[config.mk]
export PLATFORM = sky130hd
export DESIGN_NAME = brc_reset_ctrl
export DESIGN_NICKNAME = d
export VERILOG_FILES = /design/src/design/brc_pkg.sv /design/src/design/brc_reset_ctrl.sv
export VERILOG_INCLUDE_DIRS = /design/src /design/src/design
export SDC_FILE = /design/constraint.sdc
export NUM_CORES = 1
export LEC_CHECK = 0
export BUFFER_PORTS_ARGS = -buffer_cell sky130_fd_sc_hd__buf_2
export CAP_MARGIN = 20
export CORE_MARGIN = 10
export CORE_UTILIZATION = 43
export CTS_BUF_LIST = sky130_fd_sc_hd__clkbuf_8 sky130_fd_sc_hd__clkbuf_16
export CTS_CLUSTER_DIAMETER = 80
export DETAILED_ROUTE_END_ITERATION = 8
export PLACE_DENSITY = 0.59
export SLEW_MARGIN = 20
export SYNTH_ARGS = -nofsm -noshare
export SYNTH_HDL_FRONTEND = slang
export SYNTH_SLANG_ARGS = --single-unit
[constraint.sdc]
create_clock -name ref_clk -period 2.2 [get_ports ref_clk]
set_input_delay 0.33 -clock ref_clk [delete_from_list [all_inputs] [get_ports ref_clk]]
set_output_delay 0.33 -clock ref_clk [all_outputs]
set_load 0.005 [all_outputs]
[src/design/brc_map.svh]
// Purpose: offsets, field positions, codes and timing figures of the brown-out reset control
// Assumes: 200 MHz ref_clk
// Notes: definitions only
`ifndef BRC_MAP_SVH
`define BRC_MAP_SVH

`define BRC_ADDR_W 4
`define BRC_OFF_CTRL 4'h0
`define BRC_CTRL_SWEN_BIT 7
`define BRC_CTRL_RDY_BIT 0
`define BRC_CTRL_RESET 8'h80
`define BRC_RDATA_ZERO 8'h00

`define BRC_MODE_ON 2'h3
`define BRC_MODE_SLEEP_OFF 2'h2
`define BRC_MODE_SW 2'h1
`define BRC_MODE_OFF 2'h0

`define BRC_ERASE_MV 2450
`define BRC_LVL_ERASE 2'h0

`define BRC_CLK_NS 5
`define BRC_WARM_NS 2000
`define BRC_FILT_NS 1000
`define BRC_POWER_UP_TIMER_NS 10000

`define BRC_CNT_W 16
`define BRC_CNT_ZERO 16'h0000
`define BRC_CNT_ONE 16'h0001

`endif

[src/design/brc_pkg.sv]
// Purpose: types shared by the brown-out reset control
// Assumes: nothing beyond the map header
// Notes: states are one-hot
package brc_pkg;

  typedef struct packed {
    logic [1:0] mode;
    logic [1:0] level;
    logic power_up_timer_en;
  } brc_cfg_t;

  typedef struct packed {
    logic external_reset_pin;
    logic watchdog;
    logic reset_instr;
    logic stack_overflow;
    logic stack_underflow;
    logic prog_exit;
    logic exec_violation_reset;
  } brc_rst_src_t;

  typedef enum logic [5:0] {
    ST_HOLD = 6'h01,
    ST_POWER_UP_TIMER = 6'h02,
    ST_START_WAIT = 6'h04,
    ST_RUN = 6'h08,
    ST_SLEEP = 6'h10,
    ST_WAKE_WAIT = 6'h20
  } brc_state_t;

endpackage

[src/design/brc_reset_ctrl.sv]
// Summary of operation
// - mode 11 keeps monitor on, startup waits
// - mode 11 protects in sleep, wakes immediately
// - mode 10 monitor on awake, hibernates asleep
// - mode 10 unprotected asleep, wake waits ready
// - mode 01 software enable bit governs monitor
// - mode 01 never delays startup or wake
// - mode 01 protection starts once ready
// - mode 00 monitor off, execution immediate
// - enable bit writable but ignored outside 01
// - ready status read-only at bit 0
// - enable bit 7, set by power fail
// - bulk erase forces monitor on at 2.45V
// - erase-time brown-out aborts erase, no reset
// - level select passed to the monitor
// - only dips longer than filter time reset
// - held in reset while power-on not good
// - optional power-up timer extends reset
// - any listed source asserts device reset
// - low-power and main brown-out ORed together
//
// Purpose: brown-out monitor control, start-up/wake gating and reset combining
// Assumes: inputs synchronous to ref_clk except the three analog raw levels
// Notes: register port answers one cycle after the read strobe
// Notes: other reset sources hold reset only while high and keep the enable bit
//
// Added by the designer: strobed register access and the register addresses.
`timescale 1ns/1ps
`include "brc_map.svh"

module brc_reset_ctrl #(
  parameter int WARM_NS = `BRC_WARM_NS,
  parameter int FILT_NS = `BRC_FILT_NS,
  parameter int POWER_UP_TIMER_NS = `BRC_POWER_UP_TIMER_NS
) (
  input wire logic ref_clk,
  input wire logic rst_n,
  input wire logic [`BRC_ADDR_W-1:0] reg_addr,
  input wire logic [7:0] reg_wdata,
  input wire logic reg_wr,
  input wire logic reg_rd,
  output logic [7:0] reg_rdata,
  input wire brc_pkg::brc_cfg_t cfg,
  input wire brc_pkg::brc_rst_src_t rst_src,
  input wire logic por_good_raw,
  input wire logic bor_below_raw,
  input wire logic low_power_brownout_raw,
  input wire logic sleep_active,
  input wire logic bulk_erase_active,
  output logic monitor_enable,
  output logic [1:0] monitor_level,
  output logic monitor_erase_force,
  output logic erase_abort,
  output logic generic_bor_reset,
  output logic device_reset_n,
  output logic exec_enable
);

  // least times round up to whole cycles, never below one
  function automatic logic [`BRC_CNT_W-1:0] ns_to_cyc(input int ns);
    int c;
    c = (ns + `BRC_CLK_NS - 1) / `BRC_CLK_NS;
    if (c < 1) begin
      c = 1;
    end
    return c[`BRC_CNT_W-1:0];
  endfunction

  // control register address decode
  function automatic logic ctrl_hit(input logic [`BRC_ADDR_W-1:0] addr);
    return addr == `BRC_OFF_CTRL;
  endfunction

  // modes in which start-up waits for a ready monitor and a good supply
  function automatic logic start_waits(input logic [1:0] mode);
    return mode == `BRC_MODE_ON || mode == `BRC_MODE_SLEEP_OFF;
  endfunction

  // only the sleep-off mode makes wake-up wait for the monitor
  function automatic logic wake_waits(input logic [1:0] mode);
    return mode == `BRC_MODE_SLEEP_OFF;
  endfunction

  // monitor activity per mode, before the erase override
  function automatic logic mode_active(input logic [1:0] mode, input logic asleep, input logic swen);
    logic act;
    act = 1'b0;
    case (mode)
      `BRC_MODE_ON: act = 1'b1;
      `BRC_MODE_SLEEP_OFF: act = !asleep;
      `BRC_MODE_SW: act = swen;
      `BRC_MODE_OFF: act = 1'b0;
      default: act = 1'b0;
    endcase
    return act;
  endfunction

  // control word as software sees it; bits 6..1 stay zero
  function automatic logic [7:0] ctrl_word(input logic swen, input logic rdy);
    logic [7:0] w;
    w = `BRC_RDATA_ZERO;
    w[`BRC_CTRL_SWEN_BIT] = swen;
    w[`BRC_CTRL_RDY_BIT] = rdy;
    return w;
  endfunction

  // states in which the power-up sequence still holds reset
  function automatic logic holds_reset(input brc_pkg::brc_state_t st);
    return st == brc_pkg::ST_HOLD || st == brc_pkg::ST_POWER_UP_TIMER;
  endfunction

  localparam logic [`BRC_CNT_W-1:0] WARM_CYC = ns_to_cyc(WARM_NS);
  localparam logic [`BRC_CNT_W-1:0] FILT_CYC = ns_to_cyc(FILT_NS);
  localparam logic [`BRC_CNT_W-1:0] POWER_UP_TIMER_CYC = ns_to_cyc(POWER_UP_TIMER_NS);

  logic [1:0] por_sync_ff;
  logic [1:0] below_sync_ff;
  logic [1:0] lp_sync_ff;
  logic por_ok;
  logic below;
  logic lp_req;

  logic sw_en_ff;
  logic ready_ff;
  logic [`BRC_CNT_W-1:0] warm_cnt_ff;
  logic [`BRC_CNT_W-1:0] filt_cnt_ff;
  logic [`BRC_CNT_W-1:0] power_up_timer_cnt_ff;
  logic trip_ff;
  brc_pkg::brc_state_t state_ff;
  brc_pkg::brc_state_t nxt_state;

  logic mon_on;
  logic power_fail;
  logic bor_det;
  logic start_hold;
  logic other_rst;
  logic ctrl_wr;
  logic ctrl_rd;

  // two-stage synchronisers for the analog detectors
  // only the second stage is read, the first may be metastable
  always_ff @(posedge ref_clk) begin
    if (!rst_n) begin
      por_sync_ff <= 2'h0;
      below_sync_ff <= 2'h0;
      lp_sync_ff <= 2'h0;
    end else begin
      por_sync_ff <= {por_sync_ff[0], por_good_raw};
      below_sync_ff <= {below_sync_ff[0], bor_below_raw};
      lp_sync_ff <= {lp_sync_ff[0], low_power_brownout_raw};
    end
  end

  assign por_ok = por_sync_ff[1];
  assign below = below_sync_ff[1];
  assign lp_req = lp_sync_ff[1];

  // monitor activity per mode, overridden by bulk erase
  always_comb begin
    if (bulk_erase_active) begin
      mon_on = 1'b1;
    end else begin
      mon_on = mode_active(cfg.mode, sleep_active, sw_en_ff);
    end
  end

  // warm-up before the ready status rises
  // ready drops at once on hibernation, so a stale ready never gates wake-up
  always_ff @(posedge ref_clk) begin
    if (!rst_n) begin
      warm_cnt_ff <= `BRC_CNT_ZERO;
      ready_ff <= 1'b0;
    end else if (!mon_on) begin
      warm_cnt_ff <= `BRC_CNT_ZERO;
      ready_ff <= 1'b0;
    end else if (warm_cnt_ff >= WARM_CYC - `BRC_CNT_ONE) begin
      ready_ff <= 1'b1;
    end else begin
      warm_cnt_ff <= warm_cnt_ff + `BRC_CNT_ONE;
    end
  end

  // noise filter: a dip must outlast the filter time
  // dips only count while the monitor is armed
  always_ff @(posedge ref_clk) begin
    if (!rst_n) begin
      filt_cnt_ff <= `BRC_CNT_ZERO;
      trip_ff <= 1'b0;
    end else if (!(ready_ff && below)) begin
      filt_cnt_ff <= `BRC_CNT_ZERO;
      trip_ff <= 1'b0;
    end else if (filt_cnt_ff >= FILT_CYC) begin
      trip_ff <= 1'b1;
    end else begin
      filt_cnt_ff <= filt_cnt_ff + `BRC_CNT_ONE;
    end
  end

  assign bor_det = trip_ff && !bulk_erase_active;
  assign power_fail = !por_ok || bor_det || lp_req;
  assign other_rst = |rst_src;

  // start-up waits only in modes 11 and 10
  assign start_hold = start_waits(cfg.mode) && !(ready_ff && !below);

  // enable bit: set by power fail wins over a write
  always_ff @(posedge ref_clk) begin
    if (!rst_n) begin
      sw_en_ff <= 1'b1;
    end else if (power_fail) begin
      sw_en_ff <= 1'b1;
    end else if (ctrl_wr) begin
      sw_en_ff <= reg_wdata[`BRC_CTRL_SWEN_BIT];
    end
  end

  // power-up timer
  always_ff @(posedge ref_clk) begin
    if (!rst_n) begin
      power_up_timer_cnt_ff <= `BRC_CNT_ZERO;
    end else if (state_ff == brc_pkg::ST_POWER_UP_TIMER) begin
      power_up_timer_cnt_ff <= power_up_timer_cnt_ff + `BRC_CNT_ONE;
    end else begin
      power_up_timer_cnt_ff <= `BRC_CNT_ZERO;
    end
  end

  // start-up and sleep sequencing
  always_comb begin
    nxt_state = state_ff;
    case (state_ff)
      brc_pkg::ST_HOLD: begin
        if (!power_fail) begin
          if (cfg.power_up_timer_en) begin
            nxt_state = brc_pkg::ST_POWER_UP_TIMER;
          end else begin
            nxt_state = brc_pkg::ST_START_WAIT;
          end
        end
      end
      brc_pkg::ST_POWER_UP_TIMER: begin
        if (power_up_timer_cnt_ff >= POWER_UP_TIMER_CYC - `BRC_CNT_ONE) begin
          nxt_state = brc_pkg::ST_START_WAIT;
        end
      end
      brc_pkg::ST_START_WAIT: begin
        if (!start_hold) begin
          nxt_state = brc_pkg::ST_RUN;
        end
      end
      brc_pkg::ST_RUN: begin
        if (sleep_active) begin
          nxt_state = brc_pkg::ST_SLEEP;
        end
      end
      brc_pkg::ST_SLEEP: begin
        if (!sleep_active) begin
          if (wake_waits(cfg.mode)) begin
            nxt_state = brc_pkg::ST_WAKE_WAIT;
          end else begin
            nxt_state = brc_pkg::ST_RUN;
          end
        end
      end
      brc_pkg::ST_WAKE_WAIT: begin
        if (ready_ff) begin
          nxt_state = brc_pkg::ST_RUN;
        end
      end
      default: nxt_state = brc_pkg::ST_HOLD;
    endcase
    // power fail from any state restarts the whole sequence
    if (power_fail) begin
      nxt_state = brc_pkg::ST_HOLD;
    end
  end

  always_ff @(posedge ref_clk) begin
    if (!rst_n) begin
      state_ff <= brc_pkg::ST_HOLD;
    end else begin
      state_ff <= nxt_state;
    end
  end

  // reset, execution and monitor outputs
  // reset follows the next state, so it moves on the same edge as the sequencer
  always_ff @(posedge ref_clk) begin
    if (!rst_n) begin
      device_reset_n <= 1'b0;
    end else begin
      device_reset_n <= !(power_fail || other_rst || holds_reset(nxt_state));
    end
  end

  // execution stops while any other reset source is high
  always_ff @(posedge ref_clk) begin
    if (!rst_n) begin
      exec_enable <= 1'b0;
    end else begin
      exec_enable <= nxt_state == brc_pkg::ST_RUN && !other_rst;
    end
  end

  always_ff @(posedge ref_clk) begin
    if (!rst_n) begin
      generic_bor_reset <= 1'b0;
    end else begin
      generic_bor_reset <= bor_det || lp_req;
    end
  end

  always_ff @(posedge ref_clk) begin
    if (!rst_n) begin
      monitor_enable <= 1'b0;
      monitor_level <= 2'h0;
      monitor_erase_force <= 1'b0;
    end else begin
      monitor_enable <= mon_on;
      monitor_level <= bulk_erase_active ? `BRC_LVL_ERASE : cfg.level;
      monitor_erase_force <= bulk_erase_active;
    end
  end

  // a filtered trip while erasing aborts the erase instead of resetting
  always_ff @(posedge ref_clk) begin
    if (!rst_n) begin
      erase_abort <= 1'b0;
    end else begin
      erase_abort <= bulk_erase_active && trip_ff;
    end
  end

  // register port decode and read port
  assign ctrl_wr = reg_wr && ctrl_hit(reg_addr);
  assign ctrl_rd = reg_rd && ctrl_hit(reg_addr);

  always_ff @(posedge ref_clk) begin
    if (!rst_n) begin
      reg_rdata <= `BRC_RDATA_ZERO;
    end else if (ctrl_rd) begin
      reg_rdata <= ctrl_word(sw_en_ff, ready_ff);
    end else begin
      reg_rdata <= `BRC_RDATA_ZERO;
    end
  end

endmodule // brc_reset_ctrl

==> impl_metrics.yaml <==
clock_tree:
  cts_buffers: 9
  cts_sinks: 73
  clk_latency_ns: 0.35
  holdBufCountCts: 0
  ctsHtreeMaxLevel: 3
  cts_tree: "built"
  post_cts_buffers: 0
  clockBufferDepth: 2
  clock-root-buffer: "clkbuf_8"
  cts_resized: 0
  path_clk_slew_ns: 0.08
routing:
  post_drt_via_cell_ratio: 5.18
  drc: 0
  routedWlPerCell_um: 13.6
  wl_mm: 6.32
  first_iter_violations: 74
  ant_nets: 0
  vias: 2402
  drt_pre_antenna_iters: 4
setup_path:
  worstSetupPathType: "flip-flop to flip-flop"
  arrival_ns: 2.03
  path_max_fanout: 16
  cp-end-kind: "flip-flop"
  cp.required_ns: 2.47
  crit_buf_inv: 0
  crit_chain: "nor4_2 -> nand2_1 -> or4_1 -> a21oi_1"
  slowest_stage: "or4_1"
  cpPeakStageDelay_ns: 0.55
  startpoint_type: "flip-flop"
  critPathTopFamily: "simple AND/OR/NAND/NOR gates"
layout:
  final_common_cell: "dfxtp_1"
  multi_input_area_um2: 1510
  fin_nets: 400
  fillerInstances: 660
  areaGrowthSynthToFinish_pct: 15.6
  drive_gt1_frac: 0.179
  final_util: 0.516
  antennaDiodeCount: 0
  instances_no_fill: 464
  final_cell_mix: "dfxtp_1, buf_2, nor2_1, and2_1, and3_1"
  seq_area_um2: 1460
yosys:
  synth_top_family_by_area: "simple AND/OR/NAND/NOR gates"
  yosysSeqAreaShare: 0.476
  avgSynthCellArea_um2: 9.50
  synth.largest_area_cell: "dfxtp_1"
  netlist_instances: 323
  yosys_warnings: 0
  synthTopCellsByArea: "dfxtp_1, and2_1, and3_1"
  synth_compound_area_frac: 0.114
  ys_ff_latch: 73
  synthArstFlopShare: 0
  synth_edf_count: 0
  yosys.area_share.xor_xnor: 0.0485
  synth_fa_ha_area_frac: 0.0163
  synth_area_um2: 3070
  ys.flop_type: "dfxtp_1"
  synth_simple_gate_area_frac: 0.303
  synthMuxAreaShare: 0.00326
  synth_top_area_share: 0.476
  ys_types: 52
floorplanning:
  initial_utilization: 0.447
  die_x_um: 104
  die_area_um2: 10900
  num_rows: 30
  core_um2: 6870
  io_pins: 49
  die_h_um: 104
placed_design:
  routabilityCongestion: 0.819
  io_buffers: 35
  dp.cells: 448
  dp_hpwl_mm: 4.53
global_route:
  grt_start_max_net_pins: 26
  grt_pass1_wl_mm: 11.0
  antenna_found_initial: 0
  gr-total-overflow: 0
  first_global_vias: 2329
  track_usage: 0.121
timing:
  final_max_slew_viol_count: 0
  rsz0062_at_grt: "no"
  fin_skew_ns: 0.00999
  final.setup.tns_ns: 0
  max_clock_freq_mhz: 570
  period_minus_slack_ns: 1.76
  period_share: 0.798
  setup_viol: 0
  hold_violations: 0
pwr:
  power_leakage_nw: 1.38
  vdd_drop_max_mv: 0.449
  total_power_mw: 2.58
  p_per_area_nw_per_um2: 728
min_path:
  hold_path.class: "primary input to flip-flop"
status:
  outcome: "finished, final reports clean"
flow_run:
  cap_viol_max_count: 0
[worst paths after layout]
path	from	endpoint	slack, ns	cells past startpoint
max reg2reg	warm_cnt_ff[15]	warm_cnt_ff[6]	0.44	4
max	warm_cnt_ff[15]	warm_cnt_ff[6]	0.44	4
min reg2reg	below_sync_ff[0]	below_sync_ff[1]	0.44	1
min	bor_below_raw	below_sync_ff[0]	0.18	2
[stage by stage]
| step | hold slack, ns | instance area [um2] | setup WS [ns] |
|---|---|---|---|
| CTS | 0.166 | 3550 | 0.423 |
| detailed placement | 0.418 | 3330 | 0.432 |
| finish | 0.184 | 3550 | 0.445 |
| global route | 0.170 | 3550 | 0.269 |
| global placement | 0.415 | 3330 | 0.441 |
| floorplan | 0.412 | 3090 | 0.585 |
[cell families (layout without fill, tap and decap cells)]
logic type / count (synthesis) / count (layout)
AOI/OAI and AO/OA: 47 / 47
xor gates and xnor gates: 17 / 17
adders and majority gates: 4 / 4
buffers and inverters: 22 / 62
DFF: 73 / 73
muxes: 1 / 1
other: 1 / 6
and+or+nand+nor: 158 / 158
[synthesized netlist by cell type (2+ instances only)]
cell,count
o31ai_1,5
xnor2_1,5
nor3_1,9
and3b_1,2
ha_1,4
o21a_1,6
or3_1,8
nor3b_1,3
nand3_1,14
nor2b_1,3
clkbuf_1,7
a311o_1,3
and3_1,18
dfxtp_1,73
nand4_1,12
nand2b_1,3
buf_4,6
nor2_1,27
inv_1,6
and2_1,21
a21oi_1,13
o211ai_1,2
nor4_1,5
xor2_1,12
nor4_2,3
o21ai_0,6
nand2_1,13
and4_1,2
buf_2,2
or4_1,7
a211oi_1,2
[routing by layer]
| metal | global-route usage | vias to the layer above | routed length [um] |
|---|---|---|---|
| met4 | 0.0487 | 0 | 99 |
| met2 | 0.179 | 54 | 2780 |
| met5 | 0 | - | 0 |
| li1 | - | 1237 | - |
| met1 | 0.150 | 1101 | 3070 |
| met3 | 0.0514 | 10 | 373 |
[area by class of cell]
type	count	share of cell area
Multi-Input combinational cell	233	0.426
Sequential cell	73	0.412
Timing Repair Buffer	40	0.0600
Clock buffer	9	0.0349
Tap cell	96	0.0339
Clock inverter	7	0.0272
Inverter	6	0.00635
[report_power, final]
group | switching (mW) | internal, mW | leakage (nW) | total (mW)
combinational | 0.0432 | 0.0434 | 0.678 | 0.0866
sequential | 0.00907 | 1.33 | 0.591 | 1.34
clock | 0.515 | 0.638 | 0.107 | 1.15
total | 0.567 | 2.02 | 1.38 | 2.58
[worst register-to-register path, delay by kind of cell (launching register included)]
family,cells,cell delay [ns]
DFF,1,0.32
and+or+nand+nor,3,1.23
AOI/OAI and AO/OA,1,0.14
[state kept, by name, summed over array words and instances (netlist names), 6 cells and up]
name and count:
filt_cnt_ff 16, warm_cnt_ff 16, state_ff 6, power_up_timer_cnt_ff 16
(Power assumes the default switching activity.)
